**src/dpcfg_params.svh**
```systemverilog
// datapath configuration register constants: offsets, fields, reset values
// assumes inclusion by bare name from the design and bench files
`ifndef DPCFG_PARAMS_SVH
`define DPCFG_PARAMS_SVH
`define DPCFG_CONFIG_INDEX   8'h22
`define DPCFG_CONFIG_ADDR    10'h088
`define DPCFG_ADDR_W         10
`define DPCFG_CONFIG_RESET   8'h00
`define DPCFG_BIT_BLOCK      7
`define DPCFG_BIT_PASS       6
`define DPCFG_BIT_POL        5
`define DPCFG_BIT_AUXSUP     4
`define DPCFG_BIT_QUADOVR    3
`define DPCFG_BIT_18BIT      2
`define DPCFG_BIT_INBAND     1
`define DPCFG_BIT_QUAD       0
`define DPCFG_FWD_MASK       8'h7F
`endif

```
**src/dpcfg_pkg.sv**
```systemverilog
// types for the datapath configuration register block
// assumes dpcfg_params.svh is on the include path
package dpcfg_pkg;
	typedef enum logic [1:0] {
		DPCFG_IDLE = 2'b00,
		DPCFG_ACK  = 2'b01
	} dpcfg_bus_t;
endpackage

```
**src/dpcfg_regs.sv**
```systemverilog
// datapath configuration register with wishbone slave and forward-channel load port
// assumes a classic wishbone master on clk_i and forward loads as one-cycle strobes
// Functional notes
// override bit set: forward-channel loads ignored; clear: loads allowed.
// bits 6..0 load from remote transmitter unless override bit set.
// bit 6 set forwards pixels regardless of valid strobe.
// strobe-independent forwarding disables content protection and blocks packetized audio.
// bit 5 selects strobe polarity: 1 active low, 0 active high.
// bit 4 set suppresses packetized audio on pixel outputs.
// bit 3 set takes four-lane enable from bit 0; clear disables it.
// bit 2 set selects 18-bit colour, clear 24-bit.
// bit 1 set selects in-band audio, clear data-island.
// bit 0 enables four-lane audio output.
// local write immediate; forward load never changes override bit.
//
// The Wishbone register port was chosen for this implementation.
`include "dpcfg_params.svh"
module dpcfg_regs #(
	parameter int ADDR_W = `DPCFG_ADDR_W,
	parameter int DATA_W = 32
) (
	// clock and reset
	input  wire logic                clk_i,
	input  wire logic                rst_i,
	// wishbone slave
	input  wire logic                cyc_i,
	input  wire logic                stb_i,
	input  wire logic                we_i,
	input  wire logic [ADDR_W-1:0]   adr_i,
	input  wire logic [DATA_W/8-1:0] sel_i,
	input  wire logic [DATA_W-1:0]   dat_i,
	output logic      [DATA_W-1:0]   dat_o,
	output logic                     ack_o,
	// forward-channel load
	input  wire logic                fwd_load_i,
	input  wire logic [7:0]          fwd_data_i,
	// raw pixel valid strobe
	input  wire logic                pixel_valid_strobe_i,
	// datapath controls
	output logic                     pixel_gate_o,
	output logic                     content_prot_en_o,
	output logic                     aux_on_pixel_en_o,
	output logic                     color_18bit_o,
	output logic                     audio_inband_o,
	output logic                     quad_audio_en_o,
	output logic      [7:0]          config_o
);
	typedef struct packed {
		logic [7:0]            cfg;
		dpcfg_pkg::dpcfg_bus_t bus;
		logic                  ack;
		logic [DATA_W-1:0]     rdat;
		logic                  gate;
		logic                  cp;
		logic                  aux;
		logic                  b18;
		logic                  inb;
		logic                  quad;
	} dpcfg_state_t;

	dpcfg_state_t st_reg;
	dpcfg_state_t st_next;

	// the offset needs eight address bits and the register one full byte lane
	if (ADDR_W < 8 || ADDR_W > 32) begin : g_addr_w_check
		$error("address width cannot hold the register offset");
	end
	if (DATA_W < 8 || DATA_W > 64 || (DATA_W % 8) != 0) begin : g_data_w_check
		$error("data width must be whole bytes from 8 to 64");
	end

	function automatic logic hit(input logic [ADDR_W-1:0] a);
		hit = (a == ADDR_W'(`DPCFG_CONFIG_ADDR));
	endfunction

	logic       req;
	logic       rd_hit;
	logic       wr_hit;
	logic [7:0] cfg_mid;
	// a request is taken only while idle, so a held strobe is not answered twice
	assign req = cyc_i && stb_i && (st_reg.bus == dpcfg_pkg::DPCFG_IDLE);
	assign rd_hit = req && !we_i && hit(adr_i);
	assign wr_hit = req && we_i && hit(adr_i) && sel_i[0];

	always_comb begin
		st_next = st_reg;
		cfg_mid = st_reg.cfg;
		// forward load first so a same-cycle local write wins
		if (fwd_load_i && !st_reg.cfg[`DPCFG_BIT_BLOCK]) begin
			cfg_mid = (st_reg.cfg & ~`DPCFG_FWD_MASK) | (fwd_data_i & `DPCFG_FWD_MASK);
		end
		if (wr_hit) begin
			cfg_mid = dat_i[7:0];
		end
		st_next.cfg = cfg_mid;
		// ack stands for one cycle, then the slave is idle again
		case (st_reg.bus)
			dpcfg_pkg::DPCFG_IDLE: begin
				if (req) begin
					st_next.bus = dpcfg_pkg::DPCFG_ACK;
				end
			end
			dpcfg_pkg::DPCFG_ACK: begin
				st_next.bus = dpcfg_pkg::DPCFG_IDLE;
			end
			default: begin
				st_next.bus = dpcfg_pkg::DPCFG_IDLE;
			end
		endcase
		st_next.ack = req;
		// read data is zero outside the ack cycle so a bus or-tree stays clean
		st_next.rdat = '0;
		if (rd_hit) begin
			st_next.rdat = DATA_W'(st_reg.cfg);
		end
		// pixel gate: polarity-corrected strobe, or open when pass-through
		st_next.gate = st_reg.cfg[`DPCFG_BIT_PASS] |
			(pixel_valid_strobe_i ^ st_reg.cfg[`DPCFG_BIT_POL]);
		// unframed pixels cannot carry protection or audio packets safely
		st_next.cp = !st_reg.cfg[`DPCFG_BIT_PASS];
		st_next.aux = !st_reg.cfg[`DPCFG_BIT_AUXSUP] && !st_reg.cfg[`DPCFG_BIT_PASS];
		st_next.b18 = st_reg.cfg[`DPCFG_BIT_18BIT];
		st_next.inb = st_reg.cfg[`DPCFG_BIT_INBAND];
		st_next.quad = st_reg.cfg[`DPCFG_BIT_QUADOVR] && st_reg.cfg[`DPCFG_BIT_QUAD];
	end

	always_ff @(posedge clk_i) begin
		if (rst_i) begin
			st_reg <= '0;
			st_reg.cfg <= `DPCFG_CONFIG_RESET;
			// derived paths come up as a cleared register would drive them
			st_reg.cp <= 1'b1;
			st_reg.aux <= 1'b1;
		end else begin
			st_reg <= st_next;
		end
	end

	// outputs are flop bits with no logic after them
	assign dat_o = st_reg.rdat;
	assign ack_o = st_reg.ack;
	assign pixel_gate_o = st_reg.gate;
	assign content_prot_en_o = st_reg.cp;
	assign aux_on_pixel_en_o = st_reg.aux;
	assign color_18bit_o = st_reg.b18;
	assign audio_inband_o = st_reg.inb;
	assign quad_audio_en_o = st_reg.quad;
	assign config_o = st_reg.cfg;
endmodule

```
**config.mk**
```make
export PLATFORM = sky130hd
export DESIGN_NAME = dpcfg_regs
export DESIGN_NICKNAME = d
export VERILOG_FILES = /design/src/dpcfg_pkg.sv /design/src/dpcfg_regs.sv
export VERILOG_INCLUDE_DIRS = /design/src
export SDC_FILE = /design/constraint.sdc
export NUM_CORES = 1
export LEC_CHECK = 0
export BUFFER_PORTS_ARGS = -buffer_cell sky130_fd_sc_hd__clkbuf_2
export CORE_MARGIN = 1
export CORE_UTILIZATION = 40
export CTS_BUF_LIST = sky130_fd_sc_hd__clkbuf_8
export DETAILED_ROUTE_END_ITERATION = 7
export PLACE_DENSITY = 0.93
export SYNTH_ARGS = -nofsm -noshare
export SYNTH_HDL_FRONTEND = slang
export SYNTH_SLANG_ARGS = --single-unit
```
**constraint.sdc**
```tcl
create_clock -name clk_i -period 3.68 [get_ports clk_i]
set_input_delay 0.184 -clock clk_i [delete_from_list [all_inputs] [get_ports clk_i]]
set_output_delay 0.184 -clock clk_i [all_outputs]
set_load 0.02 [all_outputs]
```
* Word level (Yosys, flattened, before mapping) *
Cells that the tools add are included.

word-level totals
  input port bits = 61
  bits in read-only memories = 0
  RAM bits = 0
  memories kept = 0
  flip-flop bits (word level) = 48
  bits in latches = 0

operators by class
  bitwise logic cells = 5
  mux-type cells = 2
  equal/unequal tests = 1
  reduce and logical (&&, ||, !) cells = 18
  shift operators = 0
  multiply operators = 0
  divide/modulo/power cells = 0
  add/subtract/negate cells = 0
  order comparisons = 0

operators by type and width
  kind                                                   number
  2-to-1 mux 8 bit                                       2
  equality test 10 x 8 -> 1 bit (second input constant)  1
  logical AND 1 bit                                      10
  bitwise OR 8 x 7 -> 8 bit                              1
  logical NOT 1 bit                                      4
  OR reduction 2 bit                                     2
  logical NOT 2 bit                                      1
  inverter 1 bit                                         2
  nonzero test 2 bit                                     1
  bitwise OR 1 bit                                       1
  XOR 1 bit                                              1

* Depth between registers and ports, before layout *
Gate-level depths: netlist of run 1.

  word-level depth = 6
  gate-level depth with buffers = 5

* Least setup slack after synthesis of run 1 *
Ideal clock, no wire load.

  path type = input-to-reg
  from = in adr_i[1]
  to = reg st_reg, in the netlist config_o[0]
  data required time = 3.559 ns
  arrival = 1.357 ns
  stages = 4
  path slack = 2.202 ns
  cells stage by stage = nor4b_2 -> nand2_1 -> nor4b_4 -> mux2_2

on the way
  cells in the longest elaborated chain, start to end = 4

RTL lines
  element                                                 RTL line           source
  from (decl)                                             dpcfg_regs.sv:29   input wire logic [ADDR_W-1:0] adr_i,
  equality test 10 x 8 -> 1 bit *                         dpcfg_regs.sv:73   hit = (a == ADDR_W'(`DPCFG_CONFIG_ADDR));
  logical AND 1 bit * (2 in a row)                        dpcfg_regs.sv:83   assign wr_hit = req && we_i && hit(adr_i) && sel_i[0];
  2-to-1 mux 8 bit or nonzero test 2 bit (tied branches)  n/a
  to (signal assigned)                                    dpcfg_regs.sv:135  st_reg <= st_next;
  to (decl)                                               dpcfg_regs.sv:61   dpcfg_state_t st_reg;

Every way passes the cells marked *; elsewhere a longest branch is shown, timed or not.
A chain may end at the register's enable or synchronous reset.

* Worst setup path in the final report of run 1 *
  from = reg st_reg[39] in the netlist's numbering
  to = reg st_reg, in the netlist dat_o[5]

on the way
  cells in the longest elaborated chain, start to end = 6

RTL lines
  element                         RTL line          source
  logical NOT 2 bit               dpcfg_regs.sv:81  assign req = cyc_i && stb_i && (st_reg.bus == dpcfg_pkg::DPCFG_IDLE);
  logical AND 1 bit               dpcfg_regs.sv:81
  logical AND 1 bit (2 in a row)  dpcfg_regs.sv:82  assign rd_hit = req && !we_i && hit(adr_i);
  inverter 1 bit (no line)        n/a
  OR reduction 2 bit (no line)    n/a

Every way passes these cells.

==> results.md, run 1 <==
- Status: finished, violations left
- Violated checks: design-rule violations
- CP Cell Sequence: nand3b_1 -> nor4_1 -> and2_1
- Hold Path End: config_o[7]$_SDFFE_PP0P_
- CP peak stage delay: 0.87 ns
- Vias: 814
- Setup violations, final: 0
- CP Class: reg2reg
- Share of layout cells above drive strength 1: 0.4096
- Sequential element share of the synthesized area: 0.3887
- Slowest cell on crit path: nor4_1
- GRT Util Overall: 0.1273
- Resized cells post-CTS: 0
- DIE AREA: 3317 µm²
- Layout area overhead: 10.53%
- RR Endpoint: dat_o[5]$_SDFF_PP0_
- Top FF cell, synth: dfxtp_1
- Row count: 19
- Setup TNS: 0 ns
- Yosys top cell area share: 0.3887
- Flop2flop setup slack: 2.00 ns
- Hold Crit Depth: 3
- Synth Warn #: 0
- Vias/cell: 4.132
- Slew Limit Headroom: 0.3369
- Detail Placement HPWL: 1.585 mm
- Antenna violations before repair: 0
- Area post-placement: 1325 µm²
- Max VDD drop: 137.7 µV
- Post-route cell area: 1366 µm²
- Main area contributors after synthesis: dfxtp_1, buf_4, mux2i_1
- Post-synth EDFFs: 0
- Hold-fix buffer count after cts: 0
- Reg clk slew, reported paths: 0.07 ns
- Worst Setup End Kind: flop
- Final Max Slew Viols: 0
- Max Root-Sink Buffers: 2
- CP Launch Type: flop
- Iter 0 DRT Violations: 14
- Drt total wl: 1.890 mm
- Drt pass-1 iters: 8
- Clock latency at the later pin of the worst-skew pair: 0.25 ns
- Port buffer count: 55
- Final Wtd Congestion: 0.6535
- Post-CTS setup buffer count: 0
- Worst EP required: 3.87 ns
- Register area: 480.5 µm²
- Mean Syn Cell Area: 9.658 µm²
- Worst hold path type: in2reg
- Hold Path Origin: dat_i[7]
- Inserted Diodes: 0
- Mapped Area: 1236 µm²
- Final hold vios: 0
- Die width: 57.59 µm
- Min Tclk post-route: 1.677 ns
- Ys async rst share: 0
- CTS Buf Count: 3
- Leading area contributor after synthesis: dfxtp_1
- Die Ht: 57.59 µm
- Largest net degree at the start of global routing: 26
- Power Density: 364.9 nW/µm²
- Worst slew pin tran: 0.9855 ns
- Reg-to-Reg Start: st_reg[39]$_SDFFE_PP0N_
- Synth Instances: 128
- # H-tree levels: 1
- DRC errors left: 8
- I/O pins: 108
- CTS tree: yes
- Layout Skew: 0.001573 ns
- Leak: 0.7095 nW
- Max-Cap Viols: 0
- First-pass GRT wire length: 3.174 mm
- #FFs+latches synth: 24
- FF-to-FF path depth: 3
- Critical path fanouts, max: 8
- Fin crit share: 0.4558
- Critical path data arrival time: 1.87 ns
- Core Area: 2853 µm²
- Initial Util: 0.4333
- Post-synth top cells: buf_4, dfxtp_1, nor2_1
- RSZ-0062 raised after global routing: no
- Count leader, synth: buf_4
- Multi-input gate area: 530.5 µm²
- Highest clock rate: 0.5962 GHz
- Root buf cell: clkbuf_8
- Total clock sinks: 24
- Nets@finish: 229
- Yosys cell types: 18
- WL/cell: 9.594 µm
- Global route overflow: 0
- Number of nets still failing antenna checks after routing: 0
- Vias in the first global route: 722
- Fill cells: 278
[final cells by class]
class / count / area share
Tap cell: 31 / 0.02839
Multi-Input combinational cell: 84 / 0.3883
Sequential cell: 24 / 0.3516
Clock buffer: 3 / 0.03022
Timing Repair Buffer: 55 / 0.2015
[power by group]
group / total (mW) / internal, mW / leakage [nW] / switching [mW]
Sequential: 0.274 / 0.268 / 0.196 / 0.00564
Combinational: 0.0834 / 0.0313 / 0.492 / 0.0521
Clock: 0.141 / 0.0727 / 0.0216 / 0.0687
Total: 0.499 / 0.372 / 0.709 / 0.126
[cell usage in the layout, fill, tap and decap left out, types with 2 or more instances in the layout]
cell / netlist / layout
clkbuf_2: 0 / 55
conb_1: 1 / 24
dfxtp_1: 24 / 24
nor2_1: 13 / 13
nor2b_1: 10 / 10
and2_1: 8 / 8
mux2i_1: 8 / 8
mux2_2: 7 / 7
nand2_1: 3 / 3
nand2b_1: 3 / 3
clkbuf_8: 0 / 3
nor4b_2: 2 / 2
[kinds of logic (layout without fill, tap and decap cells)]
| kind of cell | count (synthesis) | count (layout) | share of synthesized area |
|---|---|---|---|
| buffers and inverters | 43 | 58 | 0.2520 |
| and+or+nand+nor | 43 | 43 | 0.2146 |
| muxes | 15 | 15 | 0.1285 |
| xor gates and xnor gates | 1 | 1 | 0.007086 |
| AOI/OAI and AO/OA | 1 | 1 | 0.006075 |
| other | 1 | 24 | 0.003034 |
| DFF | 24 | 24 | 0.3887 |
[critical path, delay by kind of cell, from the launching register on]
| kind | cells | cell delay (ns) |
|---|---|---|
| simple gates | 3 | 1.32 |
| flops | 1 | 0.30 |
[routing by layer]
layer  GRT usage  part of all wire
met1      0.1374              0.41
met2      0.2259              0.52
met3     0.03628             0.066
met4     0.06272                 0
met5           0                 0
[through the flow]
step	instances	util	worst slack [ns]	power [mW]	hold WS [ns]
2_1_floorplan	151	-	2.202	0.3595	0.3397
5_1_grt	197	0.4789	1.788	0.5267	0.1822
3_3_place_gp	194	0.4645	1.806	0.3618	0.4318
6_report	197	0.4789	2.003	0.4986	0.1839
3_5_place_dp	194	0.4645	1.761	0.3636	0.4521
4_1_cts	197	0.4789	1.862	0.5036	0.1849
[worst max path at each step]
stage	from	endpoint	slack [ns]	cells after the start
2_1_floorplan	adr_i[1]	config_o[0]$_SDFFE_PP0P_	2.20	4
3_3_place_gp	adr_i[5]	dat_o[1]$_SDFF_PP0_	1.81	5
3_5_place_dp	adr_i[5]	dat_o[5]$_SDFF_PP0_	1.76	5
4_1_cts	st_reg[39]$_SDFFE_PP0N_	dat_o[5]$_SDFF_PP0_	1.86	3
5_1_grt	st_reg[39]$_SDFFE_PP0N_	dat_o[1]$_SDFF_PP0_	1.79	3
6_report	st_reg[39]$_SDFFE_PP0N_	dat_o[5]$_SDFF_PP0_	2.00	3
(Power assumes the default switching activity.)
==> inputs of run 2 (changes only) <==
--- a/config.mk
+++ b/config.mk
@@ -6,12 +6,13 @@
 export SDC_FILE = /design/constraint.sdc
 export NUM_CORES = 1
 export LEC_CHECK = 0
+export ABC_AREA = 1
 export BUFFER_PORTS_ARGS = -buffer_cell sky130_fd_sc_hd__clkbuf_2
 export CORE_MARGIN = 1
-export CORE_UTILIZATION = 40
+export CORE_UTILIZATION = 35
 export CTS_BUF_LIST = sky130_fd_sc_hd__clkbuf_8
 export DETAILED_ROUTE_END_ITERATION = 7
-export PLACE_DENSITY = 0.93
+export PLACE_DENSITY = 0.87
 export SYNTH_ARGS = -nofsm -noshare
 export SYNTH_HDL_FRONTEND = slang
 export SYNTH_SLANG_ARGS = --single-unit
==> constraint.sdc (replaced) <==
create_clock -name clk_i -period 1.45 [get_ports clk_i]
set_input_delay 0.0725 -clock clk_i [delete_from_list [all_inputs] [get_ports clk_i]]
set_output_delay 0.0725 -clock clk_i [all_outputs]
set_load 0.02 [all_outputs]
==> results.md, run 2 <==
- Main area contributors after synthesis: dfxtp_1, buf_4, nor2_1
- Mean Syn Cell Area: 7.787 µm²
- Final hold vios: 0
- Yosys cell types: 21
- CP peak stage delay: 0.31 ns
- Die width: 61.85 µm
- Power Density: 961.4 nW/µm²
- Leading area contributor after synthesis: dfxtp_1
- CTS Buf Count: 3
- Critical path fanouts, max: 15
- Clock latency at the later pin of the worst-skew pair: 0.25 ns
- Hold-fix buffer count after cts: 0
- Mapped Area: 1254 µm²
- Drt total wl: 2.173 mm
- Max-Cap Viols: 0
- Count leader, synth: buf_4
- Vias: 969
- First-pass GRT wire length: 3.160 mm
- GRT Util Overall: 0.1151
- Global route overflow: 0
- Drt pass-1 iters: 4
- Worst Setup End Kind: flop
- Vias in the first global route: 728
- Worst hold path type: in2reg
- RSZ-0062 raised after global routing: no
- Share of layout cells above drive strength 1: 0.3234
- Highest clock rate: 0.7719 GHz
- Crit path max-delay family: simple AND/OR/NAND/NOR gates
- Detail Placement HPWL: 1.768 mm
- Setup TNS: 0 ns
- Placed Cells incl. Taps: 243
- CP Class: reg2reg
- DIE AREA: 3825 µm²
- Ys async rst share: 0
- Initial Util: 0.3699
- Layout Skew: 0.002321 ns
- Final Wtd Congestion: 0.7183
- Final Max Slew Viols: 0
- Antenna violations before repair: 0
- Yosys top cell area share: 0.3832
- CP Cell Sequence: nand3b_4 -> nor2_4 -> nand2_4 -> o21ai_0 -> nand2_1 -> inv_1 -> nor2_1
- Min Tclk post-route: 1.296 ns
- Port buffer count: 55
- Core Area: 3390 µm²
- Sequential element share of the synthesized area: 0.3832
- Leak: 0.8198 nW
- Post-synth EDFFs: 0
- I/O pins: 108
- Post-CTS setup buffer count: 0
- Setup violations, final: 0
- Inserted Diodes: 0
- Largest net degree at the start of global routing: 16
- Post-synth top cells: buf_4, dfxtp_1, nor2_1
- Worst EP required: 1.61 ns
- Non-filler cells, final: 247
- CTS tree: yes
- Number of nets still failing antenna checks after routing: 0
- Synth Instances: 161
- Core Util, Final: 0.4168
- Resized cells post-CTS: 0
- DRC errors left: 0
- Reg clk slew, reported paths: 0.08 ns
- Most common cell after layout, fill and taps aside: clkbuf_2
- Critical path data arrival time: 1.45 ns
- Root buf cell: clkbuf_8
- Die Ht: 61.85 µm
- Iter 0 DRT Violations: 36
- Row count: 21
- Layout area overhead: 12.67%
- Max Root-Sink Buffers: 2
- Commonest cells after routing, fill and taps aside: clkbuf_2, nor2_1, conb_1, dfxtp_1, inv_1
- Synth Warn #: 0
- Nets@finish: 263
- CP Launch Type: flop
- Worst path bufs/invs: 1
- Max VDD drop: 437.4 µV
- # H-tree levels: 1
- #FFs+latches synth: 24
- Total clock sinks: 24
- Vias/cell: 3.923
- Slowest cell on crit path: dfxtp_1
- Fin crit share: 0.8935
- Status: finished, final reports clean
- Total Power: 1.358 mW
- WL/cell: 8.798 µm
- Top FF cell, synth: dfxtp_1
run 2: stage by stage:
step                      area, µm²  worst slack [ns]  hold slack [ns]
final                          1413            0.1544          0.09052
after global placement         1358            0.1864           0.3485
after global routing           1413           0.02224          0.09221
after CTS                      1413            0.1315          0.09021
after detailed placement       1358            0.1449           0.3648
after floorplan                1340            0.3226           0.1449
run 2: worst reg2reg max path, stage by stage, from the launching register on:
cell      delay, ns
dfxtp_1        0.31
nand3b_4       0.17
nor2_4         0.24
nand2_4        0.17
o21ai_0        0.12
nand2_1        0.07
inv_1          0.08
nor2_1         0.04
run 2: area by class of cell:
type | count | area, µm²
clock buffers | 4 | 55.05
fillers | 354 | 1977
well taps | 46 | 57.56
inverters | 19 | 71.32
multi-input cells | 99 | 473.0
repair buffers | 55 | 275.3
flip-flops and latches | 24 | 480.5
run 2: per-layer routing:
layer,up-vias,routed length (µm),part of all wire,GRT usage
met5,-,0,0,0
met4,0,21,0.0097,0.04762
met3,2,133,0.061,0.01242
met2,50,1078,0.50,0.2058
met1,408,939,0.43,0.1400
li1,509,-,-,-
run 2: cells by family (layout without fill, tap and decap cells):
group	Yosys count	after routing	share of synthesized area
XOR/XNOR	1	1	0.006987
buffers and inverters	61	78	0.3084
AO/OA/AOI/OAI	10	10	0.03991
flip-flops	24	24	0.3832
other	1	24	0.002991
AND/OR/NAND/NOR	64	64	0.2585
run 2: worst paths after layout:
path,startpoint,endpoint,slack [ns],cells after the start
min,stb_i,st_reg[39]$_SDFFE_PP0N_,0.09,3
max reg2reg,st_reg[39]$_SDFFE_PP0N_,config_o[2]$_SDFFE_PP0P_,0.15,7
min reg2reg,config_o[6]$_SDFFE_PP0P_,content_prot_en_o$_SDFF_PP1_,0.45,1
max,st_reg[39]$_SDFFE_PP0N_,config_o[2]$_SDFFE_PP0P_,0.15,7
run 2: power breakdown:
part           switching, mW  internal (mW)
clock network          0.189          0.241
logic                  0.158         0.0733
registers             0.0126          0.684
total                  0.360          0.999
